==> src/common/tmc_defines.svh <==
`ifndef TMC_DEFINES_SVH
`define TMC_DEFINES_SVH

// ****************************************************************
// Register offsets on the plain register port.
// ****************************************************************
`define TMC_ADDR_GLOBAL_IRQ 8'h0B
`define TMC_ADDR_PERIPH_FLAGS 8'h0C
`define TMC_ADDR_COUNT_LOW 8'h0E
`define TMC_ADDR_COUNT_HIGH 8'h0F
`define TMC_ADDR_CONTROL 8'h10
`define TMC_ADDR_PERIPH_ENABLES 8'h8C

// ****************************************************************
// Field positions and reset values.
// ****************************************************************
`define TMC_OVF_BIT 0
`define TMC_GIE_BIT 7
`define TMC_PEIE_BIT 6
`define TMC_CTRL_RESET 6'h00
`define TMC_GLOBAL_IRQ_RESET 8'h00
`define TMC_COUNT_MAX 16'hFFFF
`define TMC_COUNT_ZERO 16'h0000

// ****************************************************************
// Compare unit mode code that selects the special event trigger.
// ****************************************************************
`define TMC_CMP_SPECIAL_TRIG 4'hB

// ****************************************************************
// Internal phase clocks: four oscillator cycles per instruction.
// ****************************************************************
`define TMC_PHASE_Q2 2'h1
`define TMC_PHASE_Q4 2'h3

`endif

==> src/common/tmc_pkg.sv <==
package tmc_pkg;

  // Control register fields, bit 5 down to bit 0.
  typedef struct packed {
    logic [1:0] prescale_select;
    logic low_freq_osc_enable;
    logic sync_bypass;
    logic count_source_select;
    logic counter_run;
  } tmc_ctrl_s;

  // One register port access.
  typedef struct packed {
    logic wr;
    logic rd;
    logic [7:0] addr;
    logic [7:0] wdata;
  } tmc_bus_s;

  // Operating mode derived from the control register.
  typedef enum logic [1:0] {
    TMC_TIMER,
    TMC_SYNC_COUNTER,
    TMC_ASYNC_COUNTER
  } tmc_mode_e;

endpackage : tmc_pkg

==> src/hdl/tmc_timer.sv <==
`timescale 1ns/10ps
`include "tmc_defines.svh"

module tmc_timer #(
  parameter int PRESCALE_BITS = 3
) (
  input wire logic i_mclk,
  input wire logic i_rst,
  input wire logic i_other_rst,
  input wire tmc_pkg::tmc_bus_s i_bus,
  input wire logic i_ext_clock_pin,
  input wire logic i_osc_input_pin,
  input wire logic i_sleep,
  input wire logic [3:0] i_compare_unit_mode_field,
  input wire logic i_compare_event,
  output logic [7:0] o_rdata,
  output logic [15:0] o_count,
  output logic o_timebase_ok,
  output logic o_osc_enable,
  output logic o_irq,
  output logic o_wake
);

  // ****************************************************************
  // State.
  // ****************************************************************
  tmc_pkg::tmc_ctrl_s ctrl;
  tmc_pkg::tmc_mode_e mode;
  logic [15:0] count;
  logic [1:0] count_loaded;
  logic [7:0] global_irq;
  logic overflow_flag;
  logic overflow_irq_enable;
  logic [1:0] phase;
  logic [PRESCALE_BITS-1:0] pre_cnt;
  logic src_prev;
  logic pre_prev;
  logic sync_samp;
  logic sync_prev;

  logic src_level;
  logic src_rise;
  logic pre_out;
  logic pre_rise;
  logic sync_rise;
  logic inc;
  logic wr_low;
  logic wr_high;
  logic wr_count;
  logic trig_hit;
  logic ovf_now;
  logic [15:0] next_count;

  // ****************************************************************
  // Mode decode and clock source selection.
  // ****************************************************************

  // The bypass bit only matters once an external source is chosen.
  always_comb begin
    if (!ctrl.count_source_select) begin
      mode = tmc_pkg::TMC_TIMER;
    end else if (ctrl.sync_bypass) begin
      mode = tmc_pkg::TMC_ASYNC_COUNTER;
    end else begin
      mode = tmc_pkg::TMC_SYNC_COUNTER;
    end
  end

  // Timer mode uses the upper phase bit as the instruction clock level.
  always_comb begin
    if (mode == tmc_pkg::TMC_TIMER) begin
      src_level = phase[1];
    end else if (ctrl.low_freq_osc_enable) begin
      src_level = i_osc_input_pin;
    end else begin
      src_level = i_ext_clock_pin;
    end
  end

  assign src_rise = src_level & ~src_prev;

  // The divided output is a counter bit, so it stays symmetrical.
  always_comb begin
    unique case (ctrl.prescale_select)
      2'h0: pre_out = src_level;
      2'h1: pre_out = pre_cnt[0];
      2'h2: pre_out = pre_cnt[1];
      2'h3: pre_out = pre_cnt[2];
    endcase
  end

  assign pre_rise = pre_out & ~pre_prev;
  assign sync_rise = sync_samp & ~sync_prev;

  // ****************************************************************
  // Register port decode.
  // ****************************************************************
  assign wr_low = i_bus.wr && (i_bus.addr == `TMC_ADDR_COUNT_LOW);
  assign wr_high = i_bus.wr && (i_bus.addr == `TMC_ADDR_COUNT_HIGH);
  assign wr_count = wr_low | wr_high;

  // The trigger is dropped in asynchronous mode, where it cannot be
  // guaranteed anyway; ignoring it keeps the behaviour predictable.
  assign trig_hit = i_compare_event && (mode != tmc_pkg::TMC_ASYNC_COUNTER)
    && (i_compare_unit_mode_field == `TMC_CMP_SPECIAL_TRIG);

  // ****************************************************************
  // Increment selection per mode.
  // ****************************************************************

  // Sleep blocks the timer and synchronizer steps, but not
  // the asynchronous path.
  always_comb begin
    inc = 1'b0;
    if (ctrl.counter_run) begin
      unique case (mode)
        tmc_pkg::TMC_TIMER: inc = pre_rise && !i_sleep;
        tmc_pkg::TMC_SYNC_COUNTER: inc = sync_rise && !i_sleep;
        tmc_pkg::TMC_ASYNC_COUNTER: inc = pre_rise;
      endcase
    end
  end

  assign ovf_now = inc && (count == `TMC_COUNT_MAX) && !wr_count && !trig_hit;

  // A write wins over the trigger, and the trigger over a step.
  always_comb begin
    next_count = count;
    if (wr_low) begin
      next_count = {count[15:8], i_bus.wdata};
    end else if (wr_high) begin
      next_count = {i_bus.wdata, count[7:0]};
    end else if (trig_hit) begin
      next_count = `TMC_COUNT_ZERO;
    end else if (inc) begin
      next_count = count + 16'h0001;
    end
  end

  // ****************************************************************
  // Phase clocks and prescaler.
  // ****************************************************************

  // Phase runs from power-on reset; it is the instruction cycle.
  always_ff @(posedge i_mclk) begin
    if (i_rst) begin
      phase <= 2'h0;
    end else begin
      phase <= phase + 2'h1;
    end
  end

  // Prescaler sees edges even in sleep; a count write clears it.
  always_ff @(posedge i_mclk) begin
    if (i_rst || i_other_rst) begin
      pre_cnt <= '0;
      src_prev <= 1'b0;
      pre_prev <= 1'b0;
    end else begin
      src_prev <= src_level;
      pre_prev <= pre_out;
      if (wr_count) begin
        pre_cnt <= '0;
      end else if (src_rise && ctrl.counter_run) begin
        pre_cnt <= pre_cnt + 1'b1;
      end
    end
  end

  // Synchronizer samples only on Q2 and Q4 and is off in sleep.
  always_ff @(posedge i_mclk) begin
    if (i_rst || i_other_rst) begin
      sync_samp <= 1'b0;
      sync_prev <= 1'b0;
    end else if (!i_sleep) begin
      sync_prev <= sync_samp;
      if (phase == `TMC_PHASE_Q2 || phase == `TMC_PHASE_Q4) begin
        sync_samp <= pre_out;
      end
    end
  end

  // ****************************************************************
  // Count register.
  // ****************************************************************

  // No reset: the count survives every reset and is only cleared by
  // the trigger. count_loaded marks the bytes loaded since power-on.
  always_ff @(posedge i_mclk) begin
    count <= next_count;
    count_loaded <= i_rst ? 2'h0
      : (count_loaded | {wr_high | trig_hit, wr_low | trig_hit});
  end

  // ****************************************************************
  // Control and interrupt registers.
  // ****************************************************************

  // Only the power-on reset clears control; other resets keep it.
  always_ff @(posedge i_mclk) begin
    if (i_rst) begin
      ctrl <= `TMC_CTRL_RESET;
    end else if (i_bus.wr && i_bus.addr == `TMC_ADDR_CONTROL) begin
      ctrl <= i_bus.wdata[5:0];
    end
  end

  // Global interrupt control, cleared by every reset.
  always_ff @(posedge i_mclk) begin
    if (i_rst || i_other_rst) begin
      global_irq <= `TMC_GLOBAL_IRQ_RESET;
    end else if (i_bus.wr && i_bus.addr == `TMC_ADDR_GLOBAL_IRQ) begin
      global_irq <= i_bus.wdata;
    end
  end

  // An overflow in the cycle of a software clear still sets the flag.
  always_ff @(posedge i_mclk) begin
    if (i_rst || i_other_rst) begin
      overflow_flag <= 1'b0;
    end else if (ovf_now) begin
      overflow_flag <= 1'b1;
    end else if (i_bus.wr && i_bus.addr == `TMC_ADDR_PERIPH_FLAGS) begin
      overflow_flag <= i_bus.wdata[`TMC_OVF_BIT];
    end
  end

  // Overflow interrupt enable.
  always_ff @(posedge i_mclk) begin
    if (i_rst || i_other_rst) begin
      overflow_irq_enable <= 1'b0;
    end else if (i_bus.wr && i_bus.addr == `TMC_ADDR_PERIPH_ENABLES) begin
      overflow_irq_enable <= i_bus.wdata[`TMC_OVF_BIT];
    end
  end

  // ****************************************************************
  // Read port; data stands in the cycle after the strobe.
  // ****************************************************************

  // Reads sample the clock domain copy, so a byte is never torn.
  always_ff @(posedge i_mclk) begin
    if (i_rst || i_other_rst) begin
      o_rdata <= 8'h00;
    end else if (i_bus.rd) begin
      unique case (i_bus.addr)
        `TMC_ADDR_GLOBAL_IRQ: o_rdata <= global_irq;
        `TMC_ADDR_PERIPH_FLAGS: o_rdata <= {7'h00, overflow_flag};
        `TMC_ADDR_COUNT_LOW: o_rdata <= count[7:0];
        `TMC_ADDR_COUNT_HIGH: o_rdata <= count[15:8];
        `TMC_ADDR_CONTROL: o_rdata <= {2'h0, ctrl};
        `TMC_ADDR_PERIPH_ENABLES: o_rdata <= {7'h00, overflow_irq_enable};
        default: o_rdata <= 8'h00;
      endcase
    end else begin
      o_rdata <= 8'h00;
    end
  end

  // ****************************************************************
  // Outputs, all registered.
  // ****************************************************************

  // Count copy for the compare unit; it loads next_count with the count, so it does not lag.
  always_ff @(posedge i_mclk) begin
    o_count <= next_count;
  end

  // Interrupt, wake, time base and oscillator controls.
  always_ff @(posedge i_mclk) begin
    if (i_rst) begin
      o_irq <= 1'b0;
      o_wake <= 1'b0;
      o_timebase_ok <= 1'b0;
      o_osc_enable <= 1'b0;
    end else begin
      o_irq <= overflow_flag && overflow_irq_enable
        && global_irq[`TMC_GIE_BIT] && global_irq[`TMC_PEIE_BIT];
      o_wake <= overflow_flag && overflow_irq_enable;
      o_timebase_ok <= (mode != tmc_pkg::TMC_ASYNC_COUNTER);
      o_osc_enable <= ctrl.low_freq_osc_enable;
    end
  end

  // ****************************************************************
  // Checks.
  // ****************************************************************

  a_run_gate_hold: assert property (@(posedge i_mclk)
    disable iff (i_rst) &count_loaded && !ctrl.counter_run && !wr_count
    && !trig_hit |=> count == $past(count))
    else $error("Count moved while stopped.");

  a_overflow_sets_flag: assert property (@(posedge i_mclk)
    disable iff (i_rst || i_other_rst)
    ovf_now |=> overflow_flag && count == `TMC_COUNT_ZERO
    ##1 o_wake == $past(overflow_irq_enable))
    else $error("Wrap did not set the flag and wake.");

  a_trig_clears_only: assert property (@(posedge i_mclk)
    disable iff (i_rst || i_other_rst)
    trig_hit && !wr_count && !overflow_flag && !i_bus.wr
    |=> count == `TMC_COUNT_ZERO && !overflow_flag)
    else $error("Trigger clear wrong or set the flag.");

  a_write_beats_trig: assert property (@(posedge i_mclk)
    disable iff (i_rst)
    wr_low && trig_hit |=> count[7:0] == $past(i_bus.wdata) )
    else $error("Trigger beat a software write.");

  a_write_clr_pre: assert property (@(posedge i_mclk)
    disable iff (i_rst || i_other_rst)
    wr_count |=> pre_cnt == '0)
    else $error("Count write left the prescaler set.");

  a_sleep_sync_hold: assert property (@(posedge i_mclk)
    disable iff (i_rst)
    mode == tmc_pkg::TMC_SYNC_COUNTER && i_sleep && !wr_count
    && !trig_hit && &count_loaded |=> $stable(count))
    else $error("Synchronized count moved in sleep.");

  a_reset_ctrl_zero: assert property (@(posedge i_mclk)
    i_rst |=> ctrl == `TMC_CTRL_RESET && !o_osc_enable[*1])
    else $error("Control not cleared by power-on reset.");

  a_timer_phase: assert property (@(posedge i_mclk)
    disable iff (i_rst)
    mode == tmc_pkg::TMC_TIMER && ctrl.prescale_select == 2'h0 && inc
    |-> phase == 2'h2)
    else $error("Timer step off the instruction edge.");

  a_async_no_base: assert property (@(posedge i_mclk)
    disable iff (i_rst)
    mode == tmc_pkg::TMC_ASYNC_COUNTER ##1 mode == tmc_pkg::TMC_ASYNC_COUNTER
    |-> !o_timebase_ok)
    else $error("Asynchronous mode offered as time base.");

  a_sync_sample_q: assert property (@(posedge i_mclk)
    disable iff (i_rst || i_other_rst)
    !$stable(sync_samp) && !$past(i_rst || i_other_rst)
    |-> $past(phase) inside {`TMC_PHASE_Q2, `TMC_PHASE_Q4})
    else $error("Synchronizer sampled off Q2 and Q4.");

endmodule : tmc_timer

==> config.mk <==
export PLATFORM = sky130hd
export DESIGN_NAME = tmc_timer
export DESIGN_NICKNAME = d
export VERILOG_FILES = /design/src/common/tmc_pkg.sv /design/src/hdl/tmc_timer.sv
export VERILOG_INCLUDE_DIRS = /design/src /design/src/common
export SDC_FILE = /design/constraint.sdc
export NUM_CORES = 1
export LEC_CHECK = 0
export ABC_CLOCK_PERIOD_IN_PS = 2400
export BUFFER_PORTS_ARGS = -buffer_cell sky130_fd_sc_hd__buf_2
export CAP_MARGIN = 10
export CELL_PAD_IN_SITES_DETAIL_PLACEMENT = 0
export CELL_PAD_IN_SITES_GLOBAL_PLACEMENT = 1
export CORE_AREA = 2 2 82 100
export CTS_BUF_LIST = sky130_fd_sc_hd__clkbuf_4 sky130_fd_sc_hd__clkbuf_8 sky130_fd_sc_hd__clkbuf_16
export DETAILED_ROUTE_END_ITERATION = 8
export DIE_AREA = 0 0 84 102
export PLACE_DENSITY_LB_ADDON = 0.25
export SYNTH_ARGS = -nofsm -noshare
export SYNTH_HDL_FRONTEND = slang
export SYNTH_SLANG_ARGS = --single-unit
==> constraint.sdc <==
create_clock -name i_mclk -period 2.4 [get_ports i_mclk]
set_input_delay 0.48 -clock i_mclk [delete_from_list [all_inputs] [get_ports i_mclk]]
set_output_delay 0.48 -clock i_mclk [all_outputs]
set_load 0.02 [all_outputs]
### Word-level counts from Yosys, hierarchy flattened

Cells that the tools add are included.
Widths: inputs -> output; s select.

* add/subtract/negate cells: 3
* bitwise gates (word level): 10
* equality and inequality tests: 17
* multiplexer cells: 14
* reduce and logical (&&, ||, !) cells: 32

Operator list (number)
* $mux 16: 3
* $pmux 8 s6: 1
* $eq 8x4->1 const B: 4
* $logic_and 1x1->1: 17
* $add 16x1->16 const B: 1
* $eq 16x16->1 const B: 1
* $eq 2x2->1 const B: 4
* $eq 8x5->1 const B: 1
* $eq 8x8->1 const B: 1
* $mux 8: 1
* $eq 2x1->1 const B: 3
* $not 1->1: 6
* $reduce_and 2->1: 3
* $reduce_bool 3->1: 2
* $mux 1: 5
* $eq 4x4->1 const B: 1
* $logic_not 2->1: 2
* $mux 2: 2
* $ne 2x2->1 const B: 2
* $pmux 1 s4: 1
* $reduce_or 2->1: 2
* $add 3x1->3 const B: 1
* $and 1x1->1: 3
* $logic_not 1->1: 3
* other kinds (5): 6

* flip-flop bits (word level): 53
* input bits: 29

### Longest topological paths before layout

* depth after elaboration: 13
* depth in mapped cells: 8
* depth with buffers taken out: 6

### Worst setup path after synthesis

No wires, ideal clock.

* path kind: input to register
* from: input i_bus[15] in the netlist's numbering
* to: register o_count[0], enable pin
* library setup time: 0.375 ns
* stages on the path: 6
* setup slack: -0.103 ns
* buffers on the path: 2
* arrival time: 2.127 ns
* cells stage by stage: buf_2 > nor4b_2 > and3_1 > buf_2 > nor2_1 > a21oi_1

* cells in the longest elaborated chain, start to end: 4

RTL lines
* start: declaration: RTL line tmc_timer.sv:10 `input wire tmc_pkg::tmc_bus_s i_bus,`
* $eq 8x4->1
* $logic_and 1x1->1, on equally long branches: RTL line tmc_timer.sv:98, tmc_timer.sv:99
* $ne 2x2->1 (no line) / $reduce_bool 3->1 (equally long branches)
* $reduce_and 2->1 (no line) *
* end signal: assignment: RTL line tmc_timer.sv:266 `o_count <= next_count;`
* end: declaration: RTL line tmc_timer.sv:17 `output logic [15:0] o_count,`

Mark *: on every way between the ends. The rest lies on a longest branch, timed or not.
A chain may end at the register's enable or synchronous reset.

### Final worst setup path

* from: register ctrl[1] in the netlist's numbering
* to: register o_count[9] (data pin)

* cells in the longest elaborated chain, start to end: 6

RTL lines
* start: declaration: RTL line tmc_timer.sv:27 `tmc_pkg::tmc_ctrl_s ctrl;`
* start signal: assignment: RTL line tmc_timer.sv:202 `` ctrl <= `TMC_CTRL_RESET; ``
* start signal: assignment: RTL line tmc_timer.sv:204 `ctrl <= i_bus.wdata[5:0];`
* $mux 2: RTL line tmc_timer.sv:60 `if (!ctrl.count_source_select) begin`
* $ne 2x2->1: RTL line tmc_timer.sv:104 `assign trig_hit = i_compare_event && (mode != tmc_pkg::TMC_ASYNC_COUNTER)`
* $logic_and 1x1->1 (2 in series): RTL line tmc_timer.sv:104
* $mux 16: RTL line tmc_timer.sv:133 `end else if (trig_hit) begin`
* $mux 16: RTL line tmc_timer.sv:131 `end else if (wr_high) begin`

Every way passes these cells. The select of a mux whose other input is x is not followed.

==> results.py <==
metrics = {
    "clock_tree": {
        "cts_buffer_depth": 2,
        "cts_setup_buffers": 0,
        "clkTransAtPathRegs_ns": 0.09,
        "cts-htree-levels": 2,
        "clkSinkCount": 53,
        "root_buffer": "clkbuf_8",
        "postCtsHoldBufs": 0,
        "cts_tree": "done",
        "clkLatencyLatePin_ns": 0.30,
        "cts_resized": 0,
        "cts_made_buffers": 5,
    },
    "global_routing": {
        "grt_pass1_wl_um": 11920,
        "grt_antenna_before_repair": 0,
        "grt_use_total_pct": 18.06,
        "grt_pass1_vias": 2196,
        "grt_overflow": 0,
        "grt_max_degree": 17,
    },
    "floorplan": {
        "rows": 35,
        "dieArea_sq_um": 8568,
        "initial_core_util_pct": 35.01,
        "pin_count": 57,
        "fp.dieH_um": 102,
        "die_width_um": 84,
        "coreArea_sq_um": 7576,
    },
    "sta": {
        "min_period_ns": 2.079,
        "fin_ws_ns": 0.3206,
        "rsz0062_at_grt": "no",
        "hold_ws_ns": 0.4192,
        "setup-tns-final_ns": 0,
        "min_period_over_period_pct": 86.64,
        "worstMarginPinSlew_ns": 0.8369,
        "max_slew_margin_pct": 43.42,
        "slew_viol_final": 0,
        "finalClockSkew_ns": 0.005702,
        "fmax_mhz": 480.9,
        "hold_violations": 0,
        "finalSetupViolCount": 0,
    },
    "synth": {
        "synth_top_family_by_area": "simple AND/OR/NAND/NOR gates",
        "yosys_warnings": 0,
        "synth.distinct_cells": 47,
        "synth_flop_cell": "dfxtp_1",
        "ys_ff_latch": 53,
        "synth_nets": 330,
        "synth.area.mux_share_pct": 2.783,
        "yosys.area_share.simple_pct": 25.33,
        "syn_area_per_cell_sq_um": 8.931,
        "synth_edf_count": 16,
        "yosysSeqAreaShare_pct": 46.04,
        "yosys.area_share.adder_pct": 1.887,
        "synthArstFlopShare_pct": 0,
        "synth-compound-area-share_pct": 15.80,
        "syn_area_sq_um": 2653,
        "synthXorXnorAreaFrac_pct": 5.283,
        "synth_cells": 297,
    },
    "worst_setup_path": {
        "endpoint_kind": "register",
        "critPathMaxFanout": 15,
        "cp_data_required_time_ns": 2.45,
        "critPathMaxStageDelay_ns": 0.74,
        "worstPathBufferInverterCount": 1,
        "slowest_stage": "nor4b_1",
        "startpoint_type": "register",
        "crit_chain": "and2_1, nor4b_1, or2_0, buf_4, o21ai_0",
        "arrival_ns": 2.13,
        "critPathTopFamily": "simple AND/OR/NAND/NOR gates",
        "path_class": "register to register",
    },
    "finish": {
        "syn2layout_area_growth_pct": 21.23,
        "fin_nets": 394,
        "drive_gt1_share_pct": 23.76,
        "diodes": 0,
        "utilization_pct": 42.44,
    },
    "placed_design": {
        "dp_slack_ns": 0.2104,
        "numPortBuffers": 56,
        "place.gp.congestion": 0.8418,
        "place_hpwl_um": 5763,
    },
    "detailed_routing": {
        "viasPerCell": 5.361,
        "vias": 2434,
        "dr.pass1.iters": 4,
        "route.final.wire_length_um": 7614,
        "dr.first_iter.drc_count": 110,
        "postRouteAntennaNets": 0,
        "drcViolationCount": 0,
        "wire_per_inst_um": 16.77,
    },
    "power_and_ir_drop": {
        "leakage_uw": 0.001167,
        "vdd_ir_drop_max_mv": 0.2258,
        "p_per_area_nw_per_um2": 515.8,
    },
    "hold_path": {
        "hold_class": "input port to register",
    },
    "status": {
        "status": "finished, final reports clean",
    },
    "flow_run": {
        "cap_viol_max_count": 0,
    },
}
-- state kept, by name, indices dropped and copies added (netlist names), 2 cells and up --
signal,cells
o_count,16
ctrl,6
global_irq,8
o_rdata,8
pre_cnt,3
phase,2
-- layer usage --
| layer | track usage [%] | vias up | share of wire [%] |
|---|---|---|---|
| met2 | 32.55 | 72 | 50 |
| li1 | - | 1196 | - |
| met5 | 0 | - | 0 |
| met3 | 2.908 | 6 | 4.3 |
| met4 | 5.707 | 0 | 1.6 |
| met1 | 22.24 | 1160 | 44 |
-- placed cells by master (no fill, tap or decap), types with 3 or more instances in the layout --
cell	netlist	final
a22oi_1	7	7
mux2_2	3	3
nand3_1	14	14
dfxtp_1	37	37
nand2b_1	3	3
mux2i_1	4	4
and3_1	4	4
nand4_1	4	4
nand2_1	58	58
o31ai_1	7	7
nor3_1	4	4
buf_4	3	13
a21oi_1	25	24
buf_2	7	56
a22o_1	7	7
ha_1	4	4
nor2_1	26	26
xnor2_1	8	8
xor2_1	8	8
o21ai_1	3	3
edfxtp_1	16	16
clkbuf_8	0	6
o21ai_0	9	9
-- where the power goes --
group	switching [uW]	internal, uW
clock network	291	310
registers	8.82	928
logic	73.7	47.2
total	373	1290
-- final cells by class --
cell class / instances / area [sq um]
inverters: 2 / 7.507
well taps: 92 / 115.1
repair buffers: 70 / 397.9
flip-flops and latches: 53 / 1221
fillers: 802 / 4360
clock buffers: 8 / 115.1
multi-input cells: 229 / 1359
-- per-stage QoR --
stage	cell area [sq um]	cells	total power, uW
after global routing	3216	454	1725
after floorplan	2656	297	1013
after global placement	3100	446	1078
final	3216	454	1658
after CTS	3216	454	1673
after detailed placement	3100	446	1080
-- Yosys cell counts, drive strengths merged (4+ instances only) --
cell | count | area (sq um)
nor3 | 4 | 20.02
a22oi | 7 | 52.55
nand2 | 58 | 217.7
dfxtp | 37 | 740.7
xor2 | 8 | 70.07
o21ai | 12 | 60.05
a21oi | 25 | 125.1
mux2i | 4 | 40.04
nand3 | 14 | 70.07
xnor2 | 8 | 70.07
edfxtp | 16 | 480.5
ha | 4 | 50.05
nor2 | 26 | 97.59
o31ai | 7 | 52.55
buf | 10 | 57.55
a22o | 7 | 61.31
nand4 | 4 | 25.02
and3 | 4 | 25.02
-- path summary, 6_finish.rpt --
kind / start / end / slack [ns] / depth (start not counted)
setup / recovery: ctrl[1] / o_count[9] / 0.32 / 5
hold / removal: i_bus[16] / o_rdata[0] / 0.42 / 2
setup reg to reg: ctrl[1] / o_count[9] / 0.32 / 5
hold reg to reg: phase[0] / phase[0] / 0.46 / 1
-- cell families (layout without fill, tap and decap cells) --
logic type,after synthesis,count (layout)
AO/OA/AOI/OAI,66,66
XOR/XNOR,16,16
adder cells (fa/ha/maj),4,4
buffers and inverters,15,80
flip-flops,53,53
multiplexers,7,7
AND/OR/NAND/NOR,136,136
Power figures use the tool's default switching activity.
